[src/rtl/iswc_regs.svh]
`ifndef ISWC_REGS_SVH
`define ISWC_REGS_SVH
// Register byte offsets
`define ISWC_OFS_SWITCH 8'h00
`define ISWC_OFS_STAGED 8'h04
`define ISWC_OFS_GCFG 8'h08
`define ISWC_OFS_DSETUP 8'h0c
`define ISWC_OFS_INTERNAL_ERROR_REG 8'h10
`define ISWC_OFS_GLOBAL_ERROR_REG 8'h14
`define ISWC_OFS_COLL 8'h18
`define ISWC_OFS_CHAN0 8'h20
`define ISWC_OFS_CHAN7 8'h3c
// global_config bit positions
`define ISWC_GC_SOFTRST 0
`define ISWC_GC_RESYNC 1
`define ISWC_GC_FREEZE 2
`define ISWC_GC_LEDOFF 3
`define ISWC_GC_OPEN_LOAD_REPORT_SUPPRESS 4
`define ISWC_GC_EXT_RESET_DISABLE 5
// Channel diagnostic bit positions
`define ISWC_DG_OT 0
`define ISWC_DG_OLI 1
`define ISWC_DG_OLA 2
`define ISWC_DG_OCL 3
`define ISWC_DG_SCV 4
`define ISWC_DG_LED 5
// Timing, in ns (LED interval in ms) and derived cycles at 100 ns period
`define ISWC_CLK_NS 100
`define ISWC_SLOT_NS 5000
`define ISWC_SLOT_CYC (`ISWC_SLOT_NS / `ISWC_CLK_NS)
`define ISWC_HWRST_NS 100000
`define ISWC_HWRST_CYC ((`ISWC_HWRST_NS + `ISWC_CLK_NS - 1) / `ISWC_CLK_NS)
`define ISWC_LED_MS 100
`define ISWC_LED_CYC (`ISWC_LED_MS * 1000000 / `ISWC_CLK_NS)
// Phase of slot where the captured drive bits are applied to the outputs
`define ISWC_FWD_CYC 20
`define ISWC_NCAT 7
`endif

[src/rtl/iswc_pkg.sv]
package iswc_pkg;
  typedef struct packed {
    logic [7:0] over_temp;
    logic [7:0] open_load_idle;
    logic [7:0] open_load_on;
    logic [7:0] overload_sense;
    logic [7:0] short_to_supply;
    logic [7:0] gated_led_status;
  } iswc_diag_t;
  typedef enum logic [2:0] {
    ISWC_HR_IDLE = 3'b001,
    ISWC_HR_TIME = 3'b010,
    ISWC_HR_ARMED = 3'b100
  } iswc_hr_state_t;
endpackage : iswc_pkg

[src/rtl/iswc_ctrl.sv]
// Our own choices: the address map and the AXI4-Lite register port.
`timescale 1ns/1ns
`include "iswc_regs.svh"
module iswc_ctrl (
  input wire logic aclk,
  input wire logic aresetn,
  input wire logic [7:0] s_axi_awaddr,
  input wire logic s_axi_awvalid,
  output logic s_axi_awready,
  input wire logic [31:0] s_axi_wdata,
  input wire logic [3:0] s_axi_wstrb,
  input wire logic s_axi_wvalid,
  output logic s_axi_wready,
  output logic [1:0] s_axi_bresp,
  output logic s_axi_bvalid,
  input wire logic s_axi_bready,
  input wire logic [7:0] s_axi_araddr,
  input wire logic s_axi_arvalid,
  output logic s_axi_arready,
  output logic [31:0] s_axi_rdata,
  output logic [1:0] s_axi_rresp,
  output logic s_axi_rvalid,
  input wire logic s_axi_rready,
  input wire logic output_disable_n,
  input wire logic latch_strobe,
  input wire logic chip_select_n,
  input wire logic timing_strobe,
  input wire iswc_pkg::iswc_diag_t diag_in,
  input wire logic [7:0] internal_error_in,
  input wire logic [7:0] global_error_in,
  output logic [7:0] drive_out,
  output logic [2:0] slot_category,
  output logic slot_start
);
  import iswc_pkg::*;

  ////////////////////////////////////////////////////////////////////////
  // Pin synchronisers, change counts when stages two and three agree
  logic [2:0] output_disable_n_s, ale_s, cs_s, ts_s;
  logic output_disable_n_q, ale_q, cs_q, ts_q, ts_prev;
  always_ff @(posedge aclk) begin
    output_disable_n_s <= {output_disable_n_s[1:0], output_disable_n};
    ale_s <= {ale_s[1:0], latch_strobe};
    cs_s <= {cs_s[1:0], chip_select_n};
    ts_s <= {ts_s[1:0], timing_strobe};
  end
  // Filtered levels; default inactive when not yet settled
  always_ff @(posedge aclk) begin
    if (!aresetn) begin
      output_disable_n_q <= 1'b1;
      ale_q <= 1'b0;
      cs_q <= 1'b1;
      ts_q <= 1'b1;
      ts_prev <= 1'b1;
    end else begin
      if (output_disable_n_s[1] == output_disable_n_s[2]) output_disable_n_q <= output_disable_n_s[2];
      if (ale_s[1] == ale_s[2]) ale_q <= ale_s[2];
      if (cs_s[1] == cs_s[2]) cs_q <= cs_s[2];
      if (ts_s[1] == ts_s[2]) ts_q <= ts_s[2];
      ts_prev <= ts_q;
    end
  end
  wire ts_rise = ts_q && !ts_prev;
  wire ts_fall = !ts_q && ts_prev;

  ////////////////////////////////////////////////////////////////////////
  // Hardware reset qualification
  iswc_hr_state_t hr_state;
  logic [10:0] hr_cnt;
  logic hw_reset;
  logic [7:0] gcfg;
  wire hr_cond = ale_q && !cs_q;
  always_ff @(posedge aclk) begin
    if (!aresetn || !output_disable_n_q) begin
      hr_state <= ISWC_HR_IDLE;
      hr_cnt <= 11'h000;
      hw_reset <= 1'b0;
    end else begin
      hw_reset <= 1'b0;
      unique case (hr_state)
        ISWC_HR_IDLE: begin
          hr_cnt <= 11'h000;
          if (hr_cond && !gcfg[`ISWC_GC_EXT_RESET_DISABLE]) hr_state <= ISWC_HR_TIME;
        end
        ISWC_HR_TIME: begin
          if (!hr_cond) begin
            hr_state <= ISWC_HR_IDLE;
            hr_cnt <= 11'h000;
          end else if (hr_cnt == 11'(`ISWC_HWRST_CYC - 2)) begin
            hr_state <= ISWC_HR_ARMED;
          end else begin
            hr_cnt <= hr_cnt + 11'h001;
          end
        end
        ISWC_HR_ARMED: begin
          if (!hr_cond) begin
            hr_state <= ISWC_HR_IDLE;
            hw_reset <= 1'b1;
          end
        end
      endcase
    end
  end

  ////////////////////////////////////////////////////////////////////////
  // Reset merge: hardware reset reloads everything, soft reset a subset
  logic soft_req;
  wire full_clr = !aresetn || !output_disable_n_q || hw_reset;
  wire part_clr = full_clr || soft_req;

  ////////////////////////////////////////////////////////////////////////
  // AXI4-Lite write path; address and data taken in either order
  logic aw_have, w_have;
  logic [7:0] aw_addr;
  logic [31:0] w_data;
  logic [3:0] w_strb;
  logic [7:0] sw_reg, staged, dsetup;
  wire do_wr = aw_have && w_have && !s_axi_bvalid;
  always_ff @(posedge aclk) begin
    if (!aresetn) begin
      s_axi_awready <= 1'b0;
      s_axi_wready <= 1'b0;
      s_axi_bvalid <= 1'b0;
      s_axi_bresp <= 2'b00;
      aw_have <= 1'b0;
      w_have <= 1'b0;
      aw_addr <= 8'h00;
      w_data <= 32'h0000_0000;
      w_strb <= 4'h0;
    end else begin
      s_axi_awready <= !aw_have && !s_axi_awready && s_axi_awvalid;
      s_axi_wready <= !w_have && !s_axi_wready && s_axi_wvalid;
      if (s_axi_awvalid && s_axi_awready) begin
        aw_have <= 1'b1;
        aw_addr <= s_axi_awaddr;
      end
      if (s_axi_wvalid && s_axi_wready) begin
        w_have <= 1'b1;
        w_data <= s_axi_wdata;
        w_strb <= s_axi_wstrb;
      end
      if (do_wr) begin
        aw_have <= 1'b0;
        w_have <= 1'b0;
        s_axi_bvalid <= 1'b1;
        s_axi_bresp <= (aw_addr[7:2] <= `ISWC_OFS_DSETUP >> 2) ? 2'b00 : 2'b10;
      end else if (s_axi_bready) begin
        s_axi_bvalid <= 1'b0;
      end
    end
  end
  wire wr_lane0 = do_wr && w_strb[0];
  wire wr_sw = wr_lane0 && aw_addr == `ISWC_OFS_SWITCH;
  wire wr_stg = wr_lane0 && aw_addr == `ISWC_OFS_STAGED;
  wire wr_gc = wr_lane0 && aw_addr == `ISWC_OFS_GCFG;
  wire wr_ds = wr_lane0 && aw_addr == `ISWC_OFS_DSETUP;
  wire resync = gcfg[`ISWC_GC_RESYNC];
  wire freeze = gcfg[`ISWC_GC_FREEZE] && !resync;

  // Configuration; soft reset bit self-clears on the same edge that it acts
  always_ff @(posedge aclk) begin
    if (full_clr) begin
      gcfg <= 8'h00;
    end else if (wr_gc) begin
      gcfg <= w_data[7:0];
    end else if (gcfg[`ISWC_GC_SOFTRST]) begin
      gcfg[`ISWC_GC_SOFTRST] <= 1'b0;
    end
  end
  assign soft_req = gcfg[`ISWC_GC_SOFTRST];

  // Drive, staged and setup registers
  always_ff @(posedge aclk) begin
    if (full_clr) staged <= 8'h00;
    else if (wr_stg) staged <= w_data[7:0];
  end
  always_ff @(posedge aclk) begin
    if (part_clr) begin
      sw_reg <= 8'h00;
      dsetup <= 8'h00;
    end else begin
      if (wr_sw) sw_reg <= w_data[7:0];
      else if (resync && !ts_q) sw_reg <= staged;
      if (wr_ds) dsetup <= w_data[7:0];
    end
  end

  ////////////////////////////////////////////////////////////////////////
  // Link slot timer; soft reset waits for slot end so the slot stays intact
  logic [5:0] slot_cnt;
  logic [2:0] cat;
  logic restart_pend, hold_fwd;
  logic [7:0] fwd;
  wire slot_end = slot_cnt == 6'(`ISWC_SLOT_CYC - 1);
  always_ff @(posedge aclk) begin
    if (!aresetn || hw_reset) begin
      slot_cnt <= 6'h00;
      cat <= 3'h0;
      restart_pend <= 1'b0;
      hold_fwd <= 1'b0;
    end else begin
      if (soft_req) restart_pend <= 1'b1;
      if (resync && ts_fall) hold_fwd <= 1'b1;
      if (resync && ts_rise) begin
        slot_cnt <= 6'h00;
        hold_fwd <= 1'b0;
        cat <= 3'h0;
      end else if (slot_end) begin
        slot_cnt <= 6'h00;
        restart_pend <= 1'b0;
        cat <= (restart_pend || cat == 3'(`ISWC_NCAT - 1)) ? 3'h0 : cat + 3'h1;
      end else begin
        slot_cnt <= slot_cnt + 6'h01;
      end
    end
  end
  // Drive captured once per slot; isochronous low phase freezes it
  wire iso_hold = !resync && !ts_q;
  always_ff @(posedge aclk) begin
    if (!aresetn || hw_reset) begin
      fwd <= 8'h00;
    end else if (slot_cnt == 6'h00 && !iso_hold && !(resync && hold_fwd)) begin
      fwd <= sw_reg;
    end
  end
  // Outputs: drive applied after forward phase, disable overrides at once
  logic [7:0] drv_q;
  always_ff @(posedge aclk) begin
    if (!aresetn || hw_reset) drv_q <= 8'h00;
    else if (slot_cnt == 6'(`ISWC_FWD_CYC)) drv_q <= fwd;
  end
  always_ff @(posedge aclk or negedge output_disable_n) begin
    if (!output_disable_n) drive_out <= 8'h00;
    else if (!aresetn) drive_out <= 8'h00;
    else drive_out <= drv_q;
  end
  always_ff @(posedge aclk) begin
    if (!aresetn) begin
      slot_category <= 3'h0;
      slot_start <= 1'b0;
    end else begin
      slot_category <= cat;
      slot_start <= slot_cnt == 6'h00;
    end
  end

  ////////////////////////////////////////////////////////////////////////
  // Gated LED sampled every 100 ms; long count kept as a plain counter
  logic [19:0] led_cnt;
  logic [7:0] led_q;
  always_ff @(posedge aclk) begin
    if (full_clr) begin
      led_cnt <= 20'h00000;
      led_q <= 8'h00;
    end else if (led_cnt == 20'(`ISWC_LED_CYC - 1)) begin
      led_cnt <= 20'h00000;
      led_q <= diag_in.gated_led_status;
    end else begin
      led_cnt <= led_cnt + 20'h00001;
    end
  end

  ////////////////////////////////////////////////////////////////////////
  // Sticky collectors per channel; set beats clear on a collective read, or on strobe rise when frozen
  logic [5:0] sticky [8];
  logic [5:0] chan [8];
  logic [7:0] coll, int_err, gl_err;
  logic rd_coll;
  always_comb begin
    for (int i = 0; i < 8; i++) begin
      chan[i] = 6'h00;
    end
  end
  logic [5:0] raw [8];
  always_comb begin
    for (int i = 0; i < 8; i++) begin
      raw[i][`ISWC_DG_OT] = diag_in.over_temp[i];
      raw[i][`ISWC_DG_OLI] = diag_in.open_load_idle[i] && !gcfg[`ISWC_GC_OPEN_LOAD_REPORT_SUPPRESS];
      raw[i][`ISWC_DG_OLA] = diag_in.open_load_on[i] && !gcfg[`ISWC_GC_OPEN_LOAD_REPORT_SUPPRESS];
      raw[i][`ISWC_DG_OCL] = diag_in.overload_sense[i];
      raw[i][`ISWC_DG_SCV] = diag_in.short_to_supply[i];
      raw[i][`ISWC_DG_LED] = led_q[i] && !gcfg[`ISWC_GC_LEDOFF];
    end
  end
  logic [5:0] diag_vis [8];
  wire vis_update = freeze ? ts_rise : rd_coll;
  always_ff @(posedge aclk) begin
    for (int i = 0; i < 8; i++) begin
      if (part_clr) begin
        sticky[i] <= 6'h00;
        diag_vis[i] <= 6'h00;
      end else begin
        // Collect regardless of strobe; clear only what was delivered
        if (vis_update) sticky[i] <= raw[i];
        else sticky[i] <= sticky[i] | raw[i];
        if (vis_update) diag_vis[i] <= sticky[i] | raw[i];
      end
    end
  end
  always_comb begin
    for (int i = 0; i < 8; i++) begin
      // Continuous mode mirrors the collectors; freeze shows the delivered view
      coll[i] = freeze ? |diag_vis[i][4:0] : |sticky[i][4:0];
    end
  end
  always_ff @(posedge aclk) begin
    if (part_clr) begin
      int_err <= 8'h00;
      gl_err <= 8'h00;
    end else begin
      int_err <= int_err | internal_error_in;
      gl_err <= gl_err | global_error_in;
    end
  end

  ////////////////////////////////////////////////////////////////////////
  // AXI4-Lite read path, one cycle to answer
  logic [31:0] rd_mux;
  always_comb begin
    rd_mux = 32'h0000_0000;
    if (s_axi_araddr >= `ISWC_OFS_CHAN0 && s_axi_araddr <= `ISWC_OFS_CHAN7) begin
      rd_mux = {26'h0000000, diag_vis[s_axi_araddr[4:2]]};
    end else begin
      unique case (s_axi_araddr)
        `ISWC_OFS_SWITCH: rd_mux = {24'h000000, sw_reg};
        `ISWC_OFS_STAGED: rd_mux = {24'h000000, staged};
        `ISWC_OFS_GCFG: rd_mux = {24'h000000, gcfg};
        `ISWC_OFS_DSETUP: rd_mux = {24'h000000, dsetup};
        `ISWC_OFS_INTERNAL_ERROR_REG: rd_mux = {24'h000000, int_err};
        `ISWC_OFS_GLOBAL_ERROR_REG: rd_mux = {24'h000000, gl_err};
        `ISWC_OFS_COLL: rd_mux = {24'h000000, coll};
        default: rd_mux = 32'h0000_0000;
      endcase
    end
  end
  wire ar_ok = s_axi_araddr[1:0] == 2'b00 && (s_axi_araddr <= `ISWC_OFS_COLL ||
    (s_axi_araddr >= `ISWC_OFS_CHAN0 && s_axi_araddr <= `ISWC_OFS_CHAN7));
  always_ff @(posedge aclk) begin
    if (!aresetn) begin
      s_axi_arready <= 1'b0;
      s_axi_rvalid <= 1'b0;
      s_axi_rdata <= 32'h0000_0000;
      s_axi_rresp <= 2'b00;
      rd_coll <= 1'b0;
    end else begin
      rd_coll <= 1'b0;
      s_axi_arready <= s_axi_arvalid && !s_axi_arready && !s_axi_rvalid;
      if (s_axi_arvalid && s_axi_arready) begin
        s_axi_rvalid <= 1'b1;
        s_axi_rdata <= rd_mux;
        s_axi_rresp <= ar_ok ? 2'b00 : 2'b10;
        rd_coll <= s_axi_araddr == `ISWC_OFS_COLL;
      end else if (s_axi_rready) begin
        s_axi_rvalid <= 1'b0;
      end
    end
  end
endmodule : iswc_ctrl

[config.mk]
export PLATFORM = sky130hd
export DESIGN_NAME = iswc_ctrl
export DESIGN_NICKNAME = d
export VERILOG_FILES = /design/src/rtl/iswc_pkg.sv /design/src/rtl/iswc_ctrl.sv
export VERILOG_INCLUDE_DIRS = /design/src /design/src/rtl
export SDC_FILE = /design/constraint.sdc
export NUM_CORES = 1
export LEC_CHECK = 0
export BUFFER_PORTS_ARGS = -buffer_cell sky130_fd_sc_hd__buf_2
export CORE_ASPECT_RATIO = 1.75
export CORE_MARGIN = 4
export CORE_UTILIZATION = 26
export DETAILED_ROUTE_END_ITERATION = 8
export REMOVE_ABC_BUFFERS = 1
export SLEW_MARGIN = 20
export SYNTH_ARGS = -nofsm -noshare
export SYNTH_HDL_FRONTEND = slang
export SYNTH_SLANG_ARGS = --single-unit
[constraint.sdc]
create_clock -name aclk -period 2.7 [get_ports aclk]
set_input_delay 0.54 -clock aclk [delete_from_list [all_inputs] [get_ports aclk]]
set_output_delay 0.54 -clock aclk [all_outputs]
set_load 0.02 [all_outputs]
==> run_results.csv <==
group,metric,value,unit
setup_path,r2r_cells,5,
setup_path,worstPathRequired,2.97,ns
routing,vias_per_cell,4.674,
timing,slew_headroom,0.3765,
place,place.gp.congestion,0.8196,
power,power_switching,2.167,mW
setup_path,endpoint_kind,"flip-flop",
clock_network,numCtsBuffers,26,
synth,ys_seq_area_frac,0.5375,
grt,track_usage,0.1254,
place,port_buffers,126,
synth,synth_commonest_cells,"nor2_1 (249), dfxtp_1 (174), a21oi_1 (109)",
synth,synth_edf_count,96,
floorplanning,dieWidth,171.9,um
floorplanning,die_h,294.8,um
synth,synthArstFlopShare,0.02878,
power,ir_worst_vdd,0.0003630,V
synth,syn_inst,1259,
place,hpwl,24.54,mm
grt,antenna_found_initial,2,
synth,synth_cell_types,71,
power,p_clk_frac,0.443,
grt,first_global_vias,9633,
routing,drt_iter0_drc,566,
setup_path,reg2reg_setup_slack,0.53,ns
synth,ys_warn_count,0,
run,maxCapViolCount,0,
clock_network,post-cts-setup-buffers,0,
synth,synth-main-ff-cell,"dfxtp_1",
routing,routed_wl,32.46,mm
synth,yosys.cell_count.top_type,"nor2_1",
worst_hold_path,holdPathStages,1,
setup_path,r2r_start,"gcfg[1]",
timing,finalHoldViolCount,0,
clock_network,insertion_delay,0.55,ns
timing,timing.hold.ws,0.1096,ns
cells_and_area,final_nets,1548,
power,power_frac_comb,0.066,
clock_network,h-tree-depth,1,
setup_path,critPathLaunchType,"flip-flop",
floorplanning,dieArea,0.05066,mm^2
power,netSwitchingFraction,0.2314,
clock_network,clock-root-buffer,"clkbuf_16",
clock_network,clkSinkCount,278,
timing,fmax,461.6,MHz
setup_path,crit_path_max_fanout,48,
floorplanning,pin_count,180,
place,placed_cell_area,0.01354,mm^2
power,p_leak,5.598,nW
routing,antenna_left,0,
cells_and_area,drive_above_1_share,0.1598,
cells_and_area,area_growth,18.95,%
synth,synthesis.area,0.01222,mm^2
cells_and_area,postLayoutCellArea,0.01453,mm^2
power,internal_power,7.199,mW
clock_network,clk_pin_slew,0.07,ns
power,seqPwrFrac,0.491,
timing,timing.final.crit_period,2.166,ns
grt,grt_first_pass_wirelength,51.00,mm
floorplanning,initial_core_util,0.2645,
timing,tightestPinTransition,0.9342,ns
synth,syn_avg_cell_area,9.704,um^2
worst_hold_path,worstHoldStart,"chip_select_n",
routing,drc,0,
synth,synth_top_area_cell,"dfxtp_1",
cells_and_area,fill_cells,4710,
clock_network,cts_resized,0,
worst_hold_path,hold_path.class,"in2reg",
clock_network,cts_tree,"done",
timing,final-max-slew-violation-count,0,
floorplanning,rows,104,
clock_network,clockBufferDepth,3,
cells_and_area,largestRegisters,"diag_vis: 48 flops, sticky: 48 flops, led_cnt: 20 flops",
grt,grt_overflow,0,
routing,vias,9432,
cells_and_area,area.sequential,0.006566,mm^2
synth,synth.top_cell.area_share,0.2851,
worst_hold_path,min_to,"cs_s[0]",
grt,grt_max_degree,51,
routing,avgRoutedWirePerCell,16.08,um
cells_and_area,multi_input_area,0.005383,mm^2
timing,fin_crit_sh,0.8024,
floorplanning,core_area,0.04619,mm^2
synth,yosys-top-cells-area,"dfxtp_1 (29%), edfxtp_1 (24%), nor2_1 (7.7%)",
timing,skew,0.008519,ns
setup_path,crit_type,"reg2reg",
timing,rsz0062_at_grt,"false",
timing,finalSetupViolCount,0,
setup_path,reg2reg_to,"diag_vis[4][1]",
outcome,status,"completed",
power,power_density,644.6,mW/mm^2
synth,synth-seq-cells,278,
routing,first_pass_iters,5,
setup_path,arrival,2.44,ns
==> area by class of cell <==
class | instances | area share
diodes | 2 | 0.0003444
clock buffers | 28 | 0.04822
clock inverters | 20 | 0.01886
inverters | 16 | 0.004133
multi-input cells | 941 | 0.3704
flip-flops and latches | 278 | 0.4519
well taps | 583 | 0.05020
repair buffers | 150 | 0.05597
==> per-stage QoR <==
step | power [mW] | utilization | setup TNS, ns | setup slack (ns) | instances
final | 9.367 | 0.3146 | 0 | 0.5335 | 2018
after global routing | 9.708 | 0.3145 | 0 | 0.3424 | 2016
after CTS | 9.493 | 0.3145 | 0 | 0.5018 | 2016
after detailed placement | 5.315 | 0.2931 | 0 | 0.3129 | 1967
after global placement | 5.300 | 0.2931 | 0 | 0.3418 | 1967
after floorplan | 5.019 | - | -198.59 | -2.188 | 1235
==> logic make-up (layout without fill, tap and decap cells) <==
logic type      count (synthesis)  after routing  synth area share
compound gates                229            229            0.1091
xor+xnor                       26             26           0.01864
fa+ha+maj                       8              8          0.008194
buf+inv                       112            214           0.04527
flops                         278            278            0.5375
mux                            60             60           0.06350
other cells                     2             76         0.0006147
simple gates                  544            544            0.2172
==> placed cells by master (no fill, tap or decap), types with 7 or more instances in the layout <==
cell / netlist / layout
or4_1: 12 / 12
o21ai_0: 47 / 47
buf_2: 19 / 126
ha_1: 8 / 8
and3_1: 7 / 7
nand2_1: 63 / 62
inv_1: 15 / 17
a21boi_0: 21 / 21
mux4_2: 13 / 13
buf_4: 29 / 23
o21ai_1: 11 / 11
and4_1: 7 / 7
conb_1: 2 / 74
nor2b_1: 32 / 32
edfxtp_1: 96 / 96
nor2_1: 249 / 249
a21oi_1: 109 / 109
nor3_1: 14 / 14
mux2_2: 9 / 9
mux2i_1: 37 / 36
nand2b_1: 14 / 14
nand3_1: 71 / 71
dfrtp_1: 8 / 8
or3_1: 13 / 13
xor2_1: 14 / 14
clkbuf_16: 0 / 28
dfxtp_1: 174 / 174
nand4_1: 7 / 7
and2_1: 17 / 17
xnor2_1: 12 / 12
==> routing by layer <==
metal	routed length (um)	vias up	global-route usage
met4	1809	2	0.06734
li1	-	4646	-
met3	1641	89	0.02509
met1	11810	4486	0.1285
met5	12	-	0
met2	17180	209	0.2348
==> timing repair <==
action,4_1_cts,5_1_grt
endpoints found under the hold margin,8,0
setup endpoints to repair,0,0
hold buffers,1,0
==> worst max path at each step <==
| stage | endpoint | cells after the start | startpoint | slack (ns) |
|---|---|---|---|---|
| after floorplan | diag_vis[0][0] | 3 | gcfg[1] | -2.19 |
| after global placement | s_axi_rdata[3] | 6 | s_axi_araddr[2] | 0.34 |
| after detailed placement | s_axi_rdata[3] | 6 | s_axi_araddr[2] | 0.31 |
| after CTS | diag_vis[4][1] | 5 | gcfg[1] | 0.50 |
| after global routing | diag_vis[4][1] | 5 | gcfg[1] | 0.34 |
| final | diag_vis[4][1] | 5 | gcfg[1] | 0.53 |
==> worst max-delay path: stages, from the launching register on <==
cell,delay [ns]
dfxtp_1,0.46
nand2b_1,0.25
mux2i_4,0.45
nand2b_1,0.16
buf_4,0.41
nor2_1,0.14
==> power by group through the flow <==
stage	registers [mW]	logic, mW	clock network, mW
2_1_floorplan	4.67	0.352	0
3_3_place_gp	4.69	0.609	0
3_5_place_dp	4.70	0.618	0
4_1_cts	4.60	0.621	4.27
5_1_grt	4.62	0.686	4.40
6_report	4.60	0.614	4.15
Power figures use the tool's default switching activity.
